File: config.mk
export PLATFORM = sky130hd
export DESIGN_NAME = tsv_tone_voice_port
export DESIGN_NICKNAME = d
export VERILOG_FILES = /design/src/core/tsv_tone_voice_port.v /design/src/core/tsv_sync3.v
export VERILOG_INCLUDE_DIRS = /design/src /design/src/core
export SDC_FILE = /design/constraint.sdc
export NUM_CORES = 1
export LEC_CHECK = 0
export BUFFER_PORTS_ARGS = -buffer_cell sky130_fd_sc_hd__buf_2
export CAP_MARGIN = 10
export CORE_MARGIN = 4
export CORE_UTILIZATION = 60
export DETAILED_ROUTE_END_ITERATION = 8
export PLACE_DENSITY = 0.84
export SYNTH_ARGS = -nofsm -noshare
export SYNTH_HDL_FRONTEND = slang
export SYNTH_HIERARCHICAL = 1
export SYNTH_SLANG_ARGS = --single-unit
File: constraint.sdc
create_clock -name clk -period 3.4 [get_ports clk]
set_clock_uncertainty 0.2 [all_clocks]
set_input_delay 0.34 -clock clk [delete_from_list [all_inputs] [get_ports clk]]
set_output_delay 0.34 -clock clk [all_outputs]
set_load 0.1 [all_outputs]
File: src/core/tsv_defs.vh
`ifndef TSV_DEFS_VH
`define TSV_DEFS_VH
// register offsets (byte-wide interface memory)
`define TSV_ADDR_RXCODE 8'h16
`define TSV_ADDR_TXPORT 8'h10
`define TSV_ADDR_RXPORT 8'h00
`define TSV_ADDR_SETUP 8'h12
`define TSV_ADDR_CTRL 8'h13
`define TSV_ADDR_STATUS 8'h1E
`define TSV_ADDR_TONEDET 8'h39
// control bit positions
`define TSV_CTRL_CODEN 0
`define TSV_CTRL_RXVOICE 1
`define TSV_CTRL_IRQEN 2
`define TSV_CTRL_APPLY 3
`define TSV_CTRL_EQSEL 4
`define TSV_CTRL_MUTE 5
`define TSV_CTRL_TERMRDY 6
`define TSV_CTRL_NOANS 7
// status bit positions
`define TSV_ST_TXEMPTY 0
`define TSV_ST_WORDFULL 1
`define TSV_ST_LOWRDY 2
`define TSV_ST_HIGHRDY 3
`define TSV_ST_ALIGNED 4
`define TSV_ST_DETRUN 5
`define TSV_ST_TALKDET 6
// detector control bit positions
`define TSV_TONEDET_EN 0
`define TSV_TONEDET_WID 2
// setup codes
`define TSV_SETUP_TONE_HI 4'h8
`define TSV_SETUP_V21 8'hA0
`define TSV_SETUP_SPKR 8'hAC
`define TSV_SETUP_STONE 8'h80
`define TSV_SETUP_DTONE 8'h83
`define TSV_SETUP_DIAL 8'h81
`define TSV_SETUP_DTMF 8'h86
`define TSV_RXCODE_SEG1 8'hE0
// timing
`define TSV_CLK_HZ 100000000
`define TSV_SEG1_US 100
`define TSV_SEG2_US 100
`define TSV_SEG1_CYC ((`TSV_SEG1_US * (`TSV_CLK_HZ / 1000000)))
`define TSV_SEG2_CYC ((`TSV_SEG2_US * (`TSV_CLK_HZ / 1000000)))
// 2/3/4 bits per sample at 7200 Hz gives 900/1350/1800 words per second
`define TSV_WORD2_CYC (`TSV_CLK_HZ / 900)
`define TSV_WORD3_CYC (`TSV_CLK_HZ / 1350)
`define TSV_WORD4_CYC (`TSV_CLK_HZ / 1800)
`define TSV_RESET_BYTE 8'h00
`endif

File: src/core/tsv_tone_voice_port.v
// Functional notes
// - tone sending accepted only in tone, speakerphone or V.21 setup, equalizer zero.
// - 2xh codes use 1375+2002 Hz, 3xh 1529+2225; 20,22,30,32 low level.
// - codes 30h, 32h, 38h, 3Ah still generate their tone pairs.
// - detector runs once enable set and new setup applied in allowed modes.
// - talk-mode tone detectors are unavailable while detector runs in tone mode.
// - valid received signal places its codeword into the receive code register.
// - top bit of receive code register marks a detected dual tone.
// - receive code reads E0h after first segment while single tone still detected.
// - voice coding active only with coder enable, receive voice and allowed setup.
// - sampled, compressed line voice delivered as sixteen-bit words.
// - word rates 900, 1350, 1800 per second for 2, 3, 4 bits.
// - device sets receive-word-full after writing each coded word.
// - interrupt request raised each time word-full sets while enabled.
// - words read through receive byte port, low byte then high byte.
// - low-ready and high-ready flags show which byte may be read.
// - first word of a stream shows aligned and low-ready together.
`timescale 1ns/1ps
`include "tsv_defs.vh"
module tsv_tone_voice_port (
  // clock and reset
  input wire clk,
  input wire srst,
  // register port
  input wire [7:0] regAddr,
  input wire [7:0] regWrData,
  input wire regWr,
  input wire regRd,
  output reg [7:0] regRdData,
  // tone generator control
  output reg toneActive,
  output reg toneSegTwo,
  output reg [10:0] toneFreqA,
  output reg [10:0] toneFreqB,
  output reg toneLowLevel,
  output reg terminalReady,
  output reg suppressAnswerTone,
  output reg transmitMute,
  // tone detector results (from analog front end, other domain)
  input wire detDual,
  input wire detSingle,
  input wire detValid,
  input wire [7:0] detCode,
  output reg talkDetEnable,
  // voice coder input sample word (from coder, other domain)
  input wire [15:0] coderWord,
  // interrupt
  output reg irqReq
);
  localparam ST_IDLE = 2'd0;
  localparam ST_SEG1 = 2'd1;
  localparam ST_SEG2 = 2'd2;

  reg [7:0] setup_reg;
  reg [7:0] ctrl_reg;
  reg [1:0] widthSel_reg;
  reg detEnable_reg;
  reg detRun_reg;
  reg [7:0] rxCode_reg;
  reg [1:0] txState_reg;
  reg [7:0] txCode_reg;
  reg [31:0] txCnt_reg;
  reg [31:0] wordCnt_reg;
  reg [15:0] voiceWord_reg;
  reg wordFull_reg;
  reg lowRdy_reg;
  reg highRdy_reg;
  reg aligned_reg;
  reg firstWord_reg;
  wire [10:0] syncDet;
  wire detDualS = syncDet[0];
  wire detSingleS = syncDet[1];
  wire detValidS = syncDet[2];
  wire [7:0] detCodeS = syncDet[10:3];
  wire [15:0] coderWordS;

  // detector results cross as one word so code and valid arrive together
  tsv_sync3 #(.W(11)) uDetSync (
    .clk(clk),
    .srst(srst),
    .asyncIn({detCode, detValid, detSingle, detDual}),
    .syncOut(syncDet)
  );
  tsv_sync3 #(.W(16)) uWordSync (
    .clk(clk),
    .srst(srst),
    .asyncIn(coderWord),
    .syncOut(coderWordS)
  );

  wire toneSetupOk = (setup_reg[7:4] == `TSV_SETUP_TONE_HI) ||
    (setup_reg == `TSV_SETUP_SPKR) ||
    (setup_reg == `TSV_SETUP_V21);
  wire txAllowed = toneSetupOk && !ctrl_reg[`TSV_CTRL_EQSEL];
  wire txEmpty = (txState_reg == ST_IDLE);
  wire coderSetupOk = (setup_reg == `TSV_SETUP_STONE) ||
    (setup_reg == `TSV_SETUP_DTONE) ||
    (setup_reg == `TSV_SETUP_DIAL) ||
    (setup_reg == `TSV_SETUP_DTMF);
  wire coderOn = ctrl_reg[`TSV_CTRL_CODEN] && ctrl_reg[`TSV_CTRL_RXVOICE] &&
    coderSetupOk;
  wire txWrite = regWr && (regAddr == `TSV_ADDR_TXPORT);
  wire rxRead = regRd && (regAddr == `TSV_ADDR_RXPORT);
  // field 0 and the unused code 1 both mean four bits
  wire [31:0] wordPeriod = (widthSel_reg == 2'd2) ? `TSV_WORD2_CYC :
    (widthSel_reg == 2'd3) ? `TSV_WORD3_CYC : `TSV_WORD4_CYC;
  // at or past the period, so a switch to a shorter period cannot strand the count
  wire wordTick = coderOn && (wordCnt_reg >= wordPeriod - 32'd1);
  wire knownCode = (txCode_reg[7:4] == 4'h2) || (txCode_reg[7:4] == 4'h3);
  // 3xh codes use the upper dual pair
  wire segOneHigh = (txCode_reg[7:4] == 4'h3);

  // single tone per codeword
  reg [10:0] segTwoFreq;
  always @*
  begin
    case (txCode_reg)
      8'h20: segTwoFreq = 11'h28A;
      8'h21: segTwoFreq = 11'h47E;
      8'h22: segTwoFreq = 11'h190;
      8'h23: segTwoFreq = 11'h384;
      8'h24: segTwoFreq = 11'h3D4;
      8'h28: segTwoFreq = 11'h28A;
      8'h2A: segTwoFreq = 11'h190;
      8'h30: segTwoFreq = 11'h28A;
      8'h31: segTwoFreq = 11'h47E;
      8'h32: segTwoFreq = 11'h190;
      8'h33: segTwoFreq = 11'h76C;
      8'h34: segTwoFreq = 11'h672;
      8'h38: segTwoFreq = 11'h28A;
      8'h3A: segTwoFreq = 11'h190;
      default: segTwoFreq = 11'h000;
    endcase
  end

  // register writes
  always @(posedge clk)
  begin
    if (srst)
    begin
      setup_reg <= `TSV_RESET_BYTE;
      ctrl_reg <= `TSV_RESET_BYTE;
      widthSel_reg <= 2'd0;
      detEnable_reg <= 1'b0;
      detRun_reg <= 1'b0;
    end
    else
    begin
      if (regWr && regAddr == `TSV_ADDR_SETUP)
        setup_reg <= regWrData;
      if (regWr && regAddr == `TSV_ADDR_CTRL)
      begin
        // the apply bit is a strobe and is never stored
        ctrl_reg <= {regWrData[7:4], 1'b0, regWrData[2:0]};
      end
      if (regWr && regAddr == `TSV_ADDR_TONEDET)
      begin
        detEnable_reg <= regWrData[`TSV_TONEDET_EN];
        if (!regWrData[`TSV_TONEDET_EN])
          detRun_reg <= 1'b0;
        // every code is stored, so four bits can be picked again after two or three
        widthSel_reg <= regWrData[`TSV_TONEDET_WID + 1:`TSV_TONEDET_WID];
      end
      // new setup latches the detector on in any tone (8xh), V.21 or speakerphone setup
      if (regWr && regAddr == `TSV_ADDR_CTRL && regWrData[`TSV_CTRL_APPLY])
        detRun_reg <= detEnable_reg && toneSetupOk;
    end
  end

  // tone transmitter sequencer
  always @(posedge clk)
  begin
    if (srst)
    begin
      txState_reg <= ST_IDLE;
      txCode_reg <= 8'h00;
      txCnt_reg <= 32'd0;
    end
    else
    begin
      case (txState_reg)
        ST_IDLE:
        begin
          txCnt_reg <= 32'd0;
          // writes outside allowed setup are ignored
          // a busy sequencer refuses the write, so the host polls the empty flag
          if (txWrite && txAllowed)
          begin
            txCode_reg <= regWrData;
            txState_reg <= ST_SEG1;
          end
        end
        ST_SEG1:
        begin
          if (txCnt_reg == `TSV_SEG1_CYC - 1)
          begin
            txCnt_reg <= 32'd0;
            txState_reg <= ST_SEG2;
          end
          else
            txCnt_reg <= txCnt_reg + 32'd1;
        end
        ST_SEG2:
        begin
          // mark-tone codes keep their second segment while terminal-ready holds
          if (txCnt_reg >= `TSV_SEG2_CYC - 1 && !(ctrl_reg[`TSV_CTRL_TERMRDY] &&
            (txCode_reg == 8'h24 || txCode_reg == 8'h34)))
            txState_reg <= ST_IDLE;
          else if (txCnt_reg < `TSV_SEG2_CYC - 1)
            txCnt_reg <= txCnt_reg + 32'd1;
        end
        default: txState_reg <= ST_IDLE;
      endcase
    end
  end

  always @(posedge clk)
  begin
    if (srst)
    begin
      toneActive <= 1'b0;
      toneSegTwo <= 1'b0;
      toneFreqA <= 11'd0;
      toneFreqB <= 11'd0;
      toneLowLevel <= 1'b0;
      terminalReady <= 1'b0;
      suppressAnswerTone <= 1'b0;
      transmitMute <= 1'b0;
      talkDetEnable <= 1'b0;
    end
    else
    begin
      toneActive <= (txState_reg != ST_IDLE) && knownCode;
      toneSegTwo <= (txState_reg == ST_SEG2) && knownCode;
      // undefined 30h/32h/38h/3Ah codes still get their pairs
      toneFreqA <= segOneHigh ? 11'h5F9 : 11'h55F;
      toneFreqB <= (txState_reg == ST_SEG2) ? segTwoFreq :
        segOneHigh ? 11'h8B1 : 11'h7D2;
      toneLowLevel <= (txCode_reg[3:0] == 4'h0 || txCode_reg[3:0] == 4'h2);
      terminalReady <= ctrl_reg[`TSV_CTRL_TERMRDY];
      suppressAnswerTone <= ctrl_reg[`TSV_CTRL_NOANS];
      transmitMute <= ctrl_reg[`TSV_CTRL_MUTE];
      talkDetEnable <= !(detRun_reg && setup_reg[7:4] == `TSV_SETUP_TONE_HI);
    end
  end

  // tone receive code register
  // the last result stays until the detector reports again
  always @(posedge clk)
  begin
    if (srst)
      rxCode_reg <= 8'h00;
    else if (detRun_reg)
    begin
      if (detValidS)
        rxCode_reg <= {detDualS, detCodeS[6:0]};
      else if (detDualS && detSingleS)
        rxCode_reg <= `TSV_RXCODE_SEG1;
    end
  end

  // voice word path
  // an unread word is simply overwritten; a slow host loses samples
  always @(posedge clk)
  begin
    if (srst)
    begin
      wordCnt_reg <= 32'd0;
      voiceWord_reg <= 16'h0000;
      wordFull_reg <= 1'b0;
      lowRdy_reg <= 1'b0;
      highRdy_reg <= 1'b0;
      aligned_reg <= 1'b0;
      firstWord_reg <= 1'b1;
      irqReq <= 1'b0;
    end
    else
    begin
      irqReq <= 1'b0;
      if (!coderOn)
      begin
        wordCnt_reg <= 32'd0;
        firstWord_reg <= 1'b1;
        aligned_reg <= 1'b0;
      end
      else if (wordTick)
        wordCnt_reg <= 32'd0;
      else
        wordCnt_reg <= wordCnt_reg + 32'd1;
      // byte reads: low then high; the new word wins over a same-cycle read
      if (rxRead && lowRdy_reg)
      begin
        lowRdy_reg <= 1'b0;
        highRdy_reg <= 1'b1;
        aligned_reg <= 1'b0;
      end
      else if (rxRead && highRdy_reg)
      begin
        highRdy_reg <= 1'b0;
        wordFull_reg <= 1'b0;
      end
      if (wordTick)
      begin
        voiceWord_reg <= coderWordS;
        wordFull_reg <= 1'b1;
        lowRdy_reg <= 1'b1;
        highRdy_reg <= 1'b0;
        aligned_reg <= firstWord_reg;
        firstWord_reg <= 1'b0;
        irqReq <= ctrl_reg[`TSV_CTRL_IRQEN];
      end
    end
  end

  // status byte, polled by the host ahead of every data read
  wire [7:0] statusByte = {1'b0, talkDetEnable, detRun_reg, aligned_reg,
    highRdy_reg, lowRdy_reg, wordFull_reg, txEmpty};
  // read port, one cycle latency
  // idle cycles read as zero so a late sample of the bus shows up
  always @(posedge clk)
  begin
    if (srst)
      regRdData <= 8'h00;
    else if (regRd)
    begin
      case (regAddr)
        `TSV_ADDR_RXCODE: regRdData <= rxCode_reg;
        `TSV_ADDR_SETUP: regRdData <= setup_reg;
        `TSV_ADDR_CTRL: regRdData <= ctrl_reg;
        `TSV_ADDR_TONEDET: regRdData <= {4'h0, widthSel_reg, 1'b0, detEnable_reg};
        `TSV_ADDR_STATUS: regRdData <= statusByte;
        `TSV_ADDR_RXPORT: regRdData <= lowRdy_reg ? voiceWord_reg[7:0] :
          voiceWord_reg[15:8];
        default: regRdData <= 8'h00;
      endcase
    end
    else
      regRdData <= 8'h00;
  end
endmodule // tsv_tone_voice_port

File: src/core/tsv_sync3.v
`timescale 1ns/1ps
module tsv_sync3 #(
  parameter W = 1
) (
  // clock and reset
  input wire clk,
  input wire srst,
  // asynchronous in, filtered out
  input wire [W-1:0] asyncIn,
  output reg [W-1:0] syncOut
);
  reg [W-1:0] stage1_reg;
  reg [W-1:0] stage2_reg;
  reg [W-1:0] stage3_reg;
  always @(posedge clk)
  begin
    if (srst)
    begin
      stage1_reg <= {W{1'b0}};
      stage2_reg <= {W{1'b0}};
      stage3_reg <= {W{1'b0}};
      syncOut <= {W{1'b0}};
    end
    else
    begin
      stage1_reg <= asyncIn;
      stage2_reg <= stage1_reg;
      stage3_reg <= stage2_reg;
      // a change counts only once the last two stages agree
      if (stage2_reg == stage3_reg)
        syncOut <= stage3_reg;
    end
  end
endmodule // tsv_sync3

Word level (Yosys, flattened, before mapping)
Memories as Yosys holds them, arrays and structs flattened. A register that Yosys moved wholly into a read port is not among the register bits.
Cells that the tools add are included.

cells by class
  $add $sub $neg = 3
  multiply operators = 0
  div/mod/pow operators = 0
  order comparisons = 3
  equal/unequal tests = 34
  shift-type cells = 0
  mux-type cells = 34
  bitwise operators = 3
  reduce and logical (&&, ||, !) cells = 52

operator list
  kind                                                                            count
  32-bit two-way mux                                                              3
  32-bit case mux with 3 select lines                                             1
  32-bit by 1-bit adder with 32-bit output, second input constant                 2
  8-bit == test, second input constant                                            6
  8-bit case mux with 6 select lines                                              1
  8-bit by 5-bit == test with 1-bit output, second input constant                 5
  17-bit two-way mux                                                              2
  11-bit two-way mux                                                              3
  32-bit by 14-bit == test with 1-bit output, second input constant               1
  32-bit by 14-bit >= comparator with 1-bit output, second input constant         1
  32-bit >= comparator                                                            1
  32-bit by 14-bit less-than comparator with 1-bit output, second input constant  1
  8-bit two-way mux                                                               4
  8-bit by 6-bit == test with 1-bit output, second input constant                 3
  1-bit logical AND                                                               20
  17-bit by 1-bit subtractor with 18-bit output, second input constant            1
  16-bit == test                                                                  1
  1-bit two-way mux                                                               14
  4-bit by 2-bit == test with 1-bit output, second input constant                 3
  6-bit two-way mux                                                               2
  2-bit nonzero test                                                              6
  11-bit == test                                                                  1
  2-bit inequality test, second input constant                                    5
  8-bit zero test                                                                 1
  other kinds (17)                                                                41

word-level totals
  flip-flop bits (word level) = 267
  bits in latches = 0
  memory bits (writable) = 0
  ROM bits = 640
  bits of input ports = 47
  output and inout port bits = 38
  logic and storage cells = 165
  memories kept = 1

memory list
  memory            words  width  rd ports  clocked after memory_dff  wr ports  line                       source
  (name not given)  64     10     1         1                         0         tsv_tone_voice_port.v:117  case (txCode_reg)

Depth between registers and ports, before layout
Gate-level depths: netlist of run 1.

  word-level depth = 8
  gate-level depth with buffers = 11
  depth with buffers taken out = 10

Hierarchy
Netlist of run 1, hierarchy kept.

modules (own cells, without submodules)
  module                 instances  cells an instance  area an instance (sq um)  seq. area each (sq um)
  tsv_tone_voice_port    1          854                7538.5                    3223.1
  tsv_sync3 (uWordSync)  1          190                2173.3                    1281.2
  tsv_sync3 (uDetSync)   1          132                1498.9                    880.8

Worst setup path before layout of run 1
OpenSTA, ideal clock, no wires.

  path type = input-to-reg
  start = input port regAddr[5]
  end = register with a tool-made name
  library setup time = 117 ps
  arrival time = 2449 ps
  required time = 3083 ps
  path slack = 634 ps
  stages on the path = 9
  buffers on the path = 1
  path through = nor4b_2 -> and3_1 -> nand4bb_1 -> clkbuf_1 -> mux2i_1 -> or2_2 -> ha_1 -> mux2_2 -> a32o_1

RTL lines
  item                line                      source
  start: declaration  tsv_tone_voice_port.v:25  input wire [7:0] regAddr,

==> PnR_summary.wiki, run 1 <==
{| class="wikitable"
! Metric !! Value
|-
| Result of the run || completed
|-
| Max-cap violation count || 0
|-
| Critical Path Source Type || flop
|-
| Antenna violations before repair || 0
|-
| TritonCTS sink count || 268
|-
| Vias/cell || 5.69
|-
| Power per unit of standard cell area || 494 mW/mm2
|-
| Post-route cell area || 0.0130 mm2
|-
| Cell family with the largest share of critical-path delay || compound AO/OA/AOI/OAI gates
|-
| Critical path launch point || txState_reg[0]
|-
| Total setup buffers inserted after CTS || 0
|-
| Critical path depth || 10
|-
| DRT iter0 DRCs || 633
|-
| Share of total power in combinational logic || 0.052
|-
| CTS tree || done
|-
| Post-detailed-route count of antenna-violating nets || 0
|-
| Pins over their slew limit || 0
|-
| Post-Route Utilization || 0.714
|-
| CTS Root Buffer Type || clkbuf_16
|-
| Fraction of final layout cells sized beyond drive strength 1 || 0.125
|-
| Internal portion of total power || 4.96 mW
|-
| Largest fanout of any net on the critical path || 7
|-
| Die Width || 144 um
|-
| Flop pwr share || 0.504
|-
| First-pass GRT wire length || 38,900 um
|-
| Area of the mapped netlist || 0.0112 mm2
|-
| Total Power || 6.39 mW
|-
| Insertion delay of the later-clocked pin in the worst-skew pair || 0.54 ns
|-
| Cells after DPL || 1,437
|-
| Total negative setup slack || 0 ns
|-
| Syn Inst Count || 1,172
|-
| Core Area || 0.0181 mm2
|-
| Final global-route overflow total || 0
|-
| Critical register-to-register path startpoint || txState_reg[0]
|-
| Chain of cells forming the critical path || inv_1 -> ha_1 -> nor4bb_1 -> nand4_1 -> o21ai_0 -> a21o_1 -> ha_1 -> nand2_1 -> a21o_1 -> a211oi_1
|-
| Setup-violating endpoint count in the final report || 0
|-
| Clock edge transition at the registers on the reported setup and hold paths || 0.06 ns
|-
| Met2 WL post-DR || 11,200 um
|-
| CTS H-tree depth || 1
|-
| Number of port buffers || 83
|-
| Maximum frequency from static timing analysis || 325 MHz
|-
| P_sw || 1.43 mW
|-
| Minimum clock period || 3.07 ns
|-
| HPWL after detailed placement || 15,300 um
|-
| Relative slew slack || 0.178
|-
| Count of yosys warnings during synthesis || 6
|-
| Fin crit share || 0.904
|-
| Growth of design area from synthesis to finish || 16.0%
|-
| Final number of hold-violating endpoints || 0
|-
| Starting density of the core || 0.615
|-
| Placement Rows || 49
|-
| Total length of routed wires || 23,500 um
|-
| Critical path data required time || 3.65 ns
|-
| Highest routed metal layer || met4
|-
| Final cell count without fillers || 1,524
|-
| Number of buffers created by CTS || 27
|-
| Stage delay of the slowest cell on the critical path || 0.42 ns
|-
| NumNets Final || 1,348
|-
| CP Buf/Inv Count || 1
|-
| Unrepaired setup endpoints after global routing || false
|-
| Floorplan die area || 0.0209 mm2
|-
| Slew of the pin with the lowest slew margin || 1.22 ns
|-
| Number of global-route vias before repair || 8,233
|-
| Clock buffer depth || 3
|-
| Fraction of power spent switching nets || 0.224
|-
| CP endpoint kind || flop
|-
| Post-detailed-route DRC marker count || 0
|-
| Data arrival time of the worst path || 3.33 ns
|-
| Leak || 4.80 nW
|-
| Hold-fix buffers at CTS || 40
|-
| Number of cells on the worst hold path || 1
|-
| Synthesized area per cell || 9.53 um2
|-
| Largest net degree at the start of global routing || 173
|-
| Die Y-Extent || 144 um
|-
| Clk pwr share || 0.444
|-
| GRT Util Overall || 0.222
|-
| Number of diodes added for antenna fixing || 0
|-
| Global placement routability congestion || 0.882
|-
| Worst setup path category || reg -> reg
|-
| CTS resizes || 0
|-
| Routed length per placed instance || 15.4 um
|-
| Top-level I/O count || 85
|-
| R2R depth || 10
|-
| Worst supply voltage drop on vdd || 0.412 mV
|-
| Dpl cell area || 0.0117 mm2
|-
| Class of the tightest hold or removal check || reg -> reg
|-
| Vias after detailed routing || 8,674
|-
| Metal1 wirelength || 10,200 um
|-
| Critical path's slowest cell || nor4bb_1
|-
| Met3 routed wirelength || 1310 um
|-
| Fillers || 1,339
|-
| Number of iterations in the first detailed-routing pass || 5
|}
==> through the flow <==
step | setup WS (ns) | hold slack (ns)
floorplan | 0.634 | 0.200
global placement | 0.458 | 0.209
detailed placement | 0.364 | 0.214
CTS | 0.326 | 0.196
global route | 0.0797 | 0.236
finish | 0.326 | 0.224
==> cell type report <==
class | instances | area (um2) | area share
clock buffers | 38 | 757 | 0.0584
clock inverters | 9 | 96.3 | 0.00744
inverters | 24 | 90.1 | 0.00696
multi-input cells | 822 | 5440 | 0.420
flip-flops and latches | 268 | 5370 | 0.414
well taps | 229 | 287 | 0.0221
repair buffers | 134 | 917 | 0.0708
==> cell usage in the layout (no fill, tap or decap), types with 9 or more instances in the layout <==
cell / n
a21oi_1: 54
and2_1: 9
and3_1: 17
buf_2: 82
buf_4: 10
clkbuf_16: 27
conb_1: 15
dfxtp_1: 268
dlygate4sd3_1: 40
ha_1: 24
inv_1: 23
mux2i_1: 52
nand2_1: 68
nand2b_1: 50
nand3_1: 51
nand4_1: 36
nor2_1: 84
nor2b_1: 90
nor3_1: 24
nor4_1: 17
o21ai_0: 15
o31ai_1: 19
xnor2_1: 53
xor2_1: 15
==> per-layer routing <==
layer / GRT usage / up-vias
met3: 0.0347 / 53
met2: 0.373 / 295
met5: 0 / -
li1: - / 4283
met4: 0.0800 / 0
met1: 0.291 / 4043
==> power groups by stage <==
stage          Combinational (mW)  Sequential, mW  Clock, mW
5_1_grt                     0.360            3.22       3.03
3_3_place_gp                0.295            3.29          0
6_report                    0.336            3.22       2.84
4_1_cts                     0.333            3.22       2.89
3_5_place_dp                0.298            3.29          0
2_1_floorplan               0.186            3.34          0
==> worst paths after layout <==
check                               endpoint  slack (ns)
worst max-delay path                    flop        0.33
worst max register to register          flop        0.33
worst min-delay path            toneFreqB[3]        0.22
worst min register to register  toneFreqB[3]        0.22
Power figures use the tool's default switching activity.
==> run 2: changes to the inputs <==
Settings changed: RECOVER_POWER from default to 50, SLEW_MARGIN from default to 0.
==> PnR_summary.wiki, run 2 (synthesized netlist as in run 1, its figures left out) <==
{| class="wikitable"
! Metric !! Value
|-
| CTS Root Buffer Type || clkbuf_16
|-
| Maximum frequency from static timing analysis || 325 MHz
|-
| Number of port buffers || 83
|-
| Worst-case hold path end point || toneFreqB[3]
|-
| Worst setup path category || reg -> reg
|-
| Critical path data required time || 3.65 ns
|-
| Core Area || 0.0181 mm2
|-
| Largest net degree at the start of global routing || 173
|-
| Die Y-Extent || 144 um
|-
| Max-cap violation count || 1
|-
| Result of the run || finished, violations left
|-
| DRT iter0 DRCs || 679
|-
| Fillers || 1,359
|-
| CTS resizes || 0
|-
| Class of the tightest hold or removal check || reg -> reg
|-
| Total length of routed wires || 23,600 um
|-
| Most common library cell in the layout ignoring fill and taps || dfxtp_1
|-
| Register-to-register setup slack || 0.32 ns
|-
| TritonCTS sink count || 268
|-
| Leading cell types in the layout, fill and taps excluded || 268 x dfxtp_1, 90 x nor2b_1, 84 x nor2_1
|-
| CTS tree || done
|-
| Top-level I/O count || 85
|-
| Worst slack on hold paths || 0.224 ns
|-
| Minimum clock period || 3.08 ns
|-
| Final number of hold-violating endpoints || 0
|-
| Vias/cell || 5.68
|-
| Setup-violating endpoint count in the final report || 0
|-
| Largest fanout of any net on the critical path || 7
|-
| Placement Rows || 49
|-
| CP endpoint kind || flop
|-
| Post-detailed-route count of antenna-violating nets || 0
|-
| Final global-route overflow total || 0
|-
| First-pass GRT wire length || 38,900 um
|-
| CTS H-tree depth || 1
|-
| Global placement routability congestion || 0.882
|-
| Critical register-to-register path startpoint || txState_reg[0]
|-
| Worst supply voltage drop on vdd || 0.412 mV
|-
| Total setup buffers inserted after CTS || 0
|-
| Clock edge transition at the registers on the reported setup and hold paths || 0.06 ns
|-
| Starting density of the core || 0.615
|-
| Data arrival time of the worst path || 3.33 ns
|-
| Relative slew slack || -0.0389
|-
| R2R depth || 10
|-
| Antenna violations before repair || 0
|-
| Critical Path Source Type || flop
|-
| NumNets Final || 1,348
|-
| Number of global-route vias before repair || 8,233
|-
| Multi-input combinational cell area || 0.00544 mm2
|-
| HPWL after detailed placement || 15,300 um
|-
| Vias after detailed routing || 8,650
|-
| GRT Util Overall || 0.222
|-
| Routed length per placed instance || 15.5 um
|-
| Fraction of final layout cells sized beyond drive strength 1 || 0.101
|-
| Floorplan die area || 0.0209 mm2
|-
| Number of iterations in the first detailed-routing pass || 5
|-
| Fin crit share || 0.906
|-
| Clock buffer depth || 3
|-
| Growth of design area from synthesis to finish || 15.5%
|-
| Leak || 4.67 nW
|-
| Total negative setup slack || 0 ns
|-
| Die Width || 144 um
|-
| Number of diodes added for antenna fixing || 0
|-
| Violated checks || capacitance limit, slew limit
|-
| Number of cells on the worst hold path || 1
|-
| Pins over their slew limit || 173
|-
| Post-detailed-route DRC marker count || 0
|-
| Slew of the pin with the lowest slew margin || 1.56 ns
|-
| Hold-fix buffers at CTS || 40
|-
| Area taken by flip-flops and latches || 0.00537 mm2
|-
| Power per unit of standard cell area || 496 mW/mm2
|-
| Unrepaired setup endpoints after global routing || false
|-
| Insertion delay of the later-clocked pin in the worst-skew pair || 0.54 ns
|-
| Number of buffers created by CTS || 27
|}
-- run 2: cell count changes in the layout (fill, tap and decap cells not counted), sizes merged --
cell / before / now
buf: 94 / 62
clkbuf: 38 / 70
-- run 2: area by class of cell --
class | instances | area share
Clock buffer | 38 | 0.0587
Tap cell | 229 | 0.0222
Multi-Input combinational cell | 822 | 0.422
Sequential cell | 268 | 0.416
Inverter | 24 | 0.00698
Timing Repair Buffer | 134 | 0.0671
Clock inverter | 9 | 0.00747
-- run 2: per-layer routing --
| metal | global-route usage | vias to the layer above | share of wire |
|---|---|---|---|
| met5 | 0 | - | 0 |
| met4 | 0.0800 | 0 | 0.034 |
| met3 | 0.0347 | 55 | 0.055 |
| met2 | 0.373 | 287 | 0.47 |
| met1 | 0.291 | 4031 | 0.44 |
| li1 | - | 4277 | - |
-- run 2: worst max-delay path by stage --
stage	end	from	slack (ns)	depth (start not counted)
6_report	flop	txState_reg[0]	0.32	10
5_1_grt	flop	txState_reg[0]	0.08	10
4_1_cts	wordCnt_reg[12]	widthSel_reg[1]	0.33	8
3_5_place_dp	wordCnt_reg[5]	widthSel_reg[1]	0.36	8
3_3_place_gp	flop	txState_reg[0]	0.46	10
2_1_floorplan	flop	regAddr[5]	0.63	9
-- run 2: power breakdown --
group	switching [mW]	internal, mW	leakage [nW]	total, mW
registers	0.0234	3.20	2.18	3.22
clock network	1.21	1.63	0.424	2.84
logic	0.208	0.125	2.07	0.333
-- run 2: critical path, stage by stage, from the launching register on --
cell,delay [ns]
dfxtp_1,0.34
inv_1,0.11
ha_1,0.31
nor4bb_1,0.41
nand4_1,0.27
o21ai_0,0.23
a21o_1,0.30
ha_1,0.28
nand2_1,0.13
a21o_1,0.19
a211oi_1,0.21
-- run 2: through the flow --
step / utilization / std cells / setup slack [ns] / cell area (um2) / power [mW]
2_1_floorplan: - / 1186 / 0.634 / 11200 / 3.52
3_3_place_gp: 0.645 / 1437 / 0.458 / 11700 / 3.58
3_5_place_dp: 0.645 / 1437 / 0.364 / 11700 / 3.59
4_1_cts: 0.714 / 1524 / 0.326 / 13000 / 6.45
5_1_grt: 0.711 / 1524 / 0.0797 / 12900 / 6.62
6_report: 0.711 / 1524 / 0.321 / 12900 / 6.40
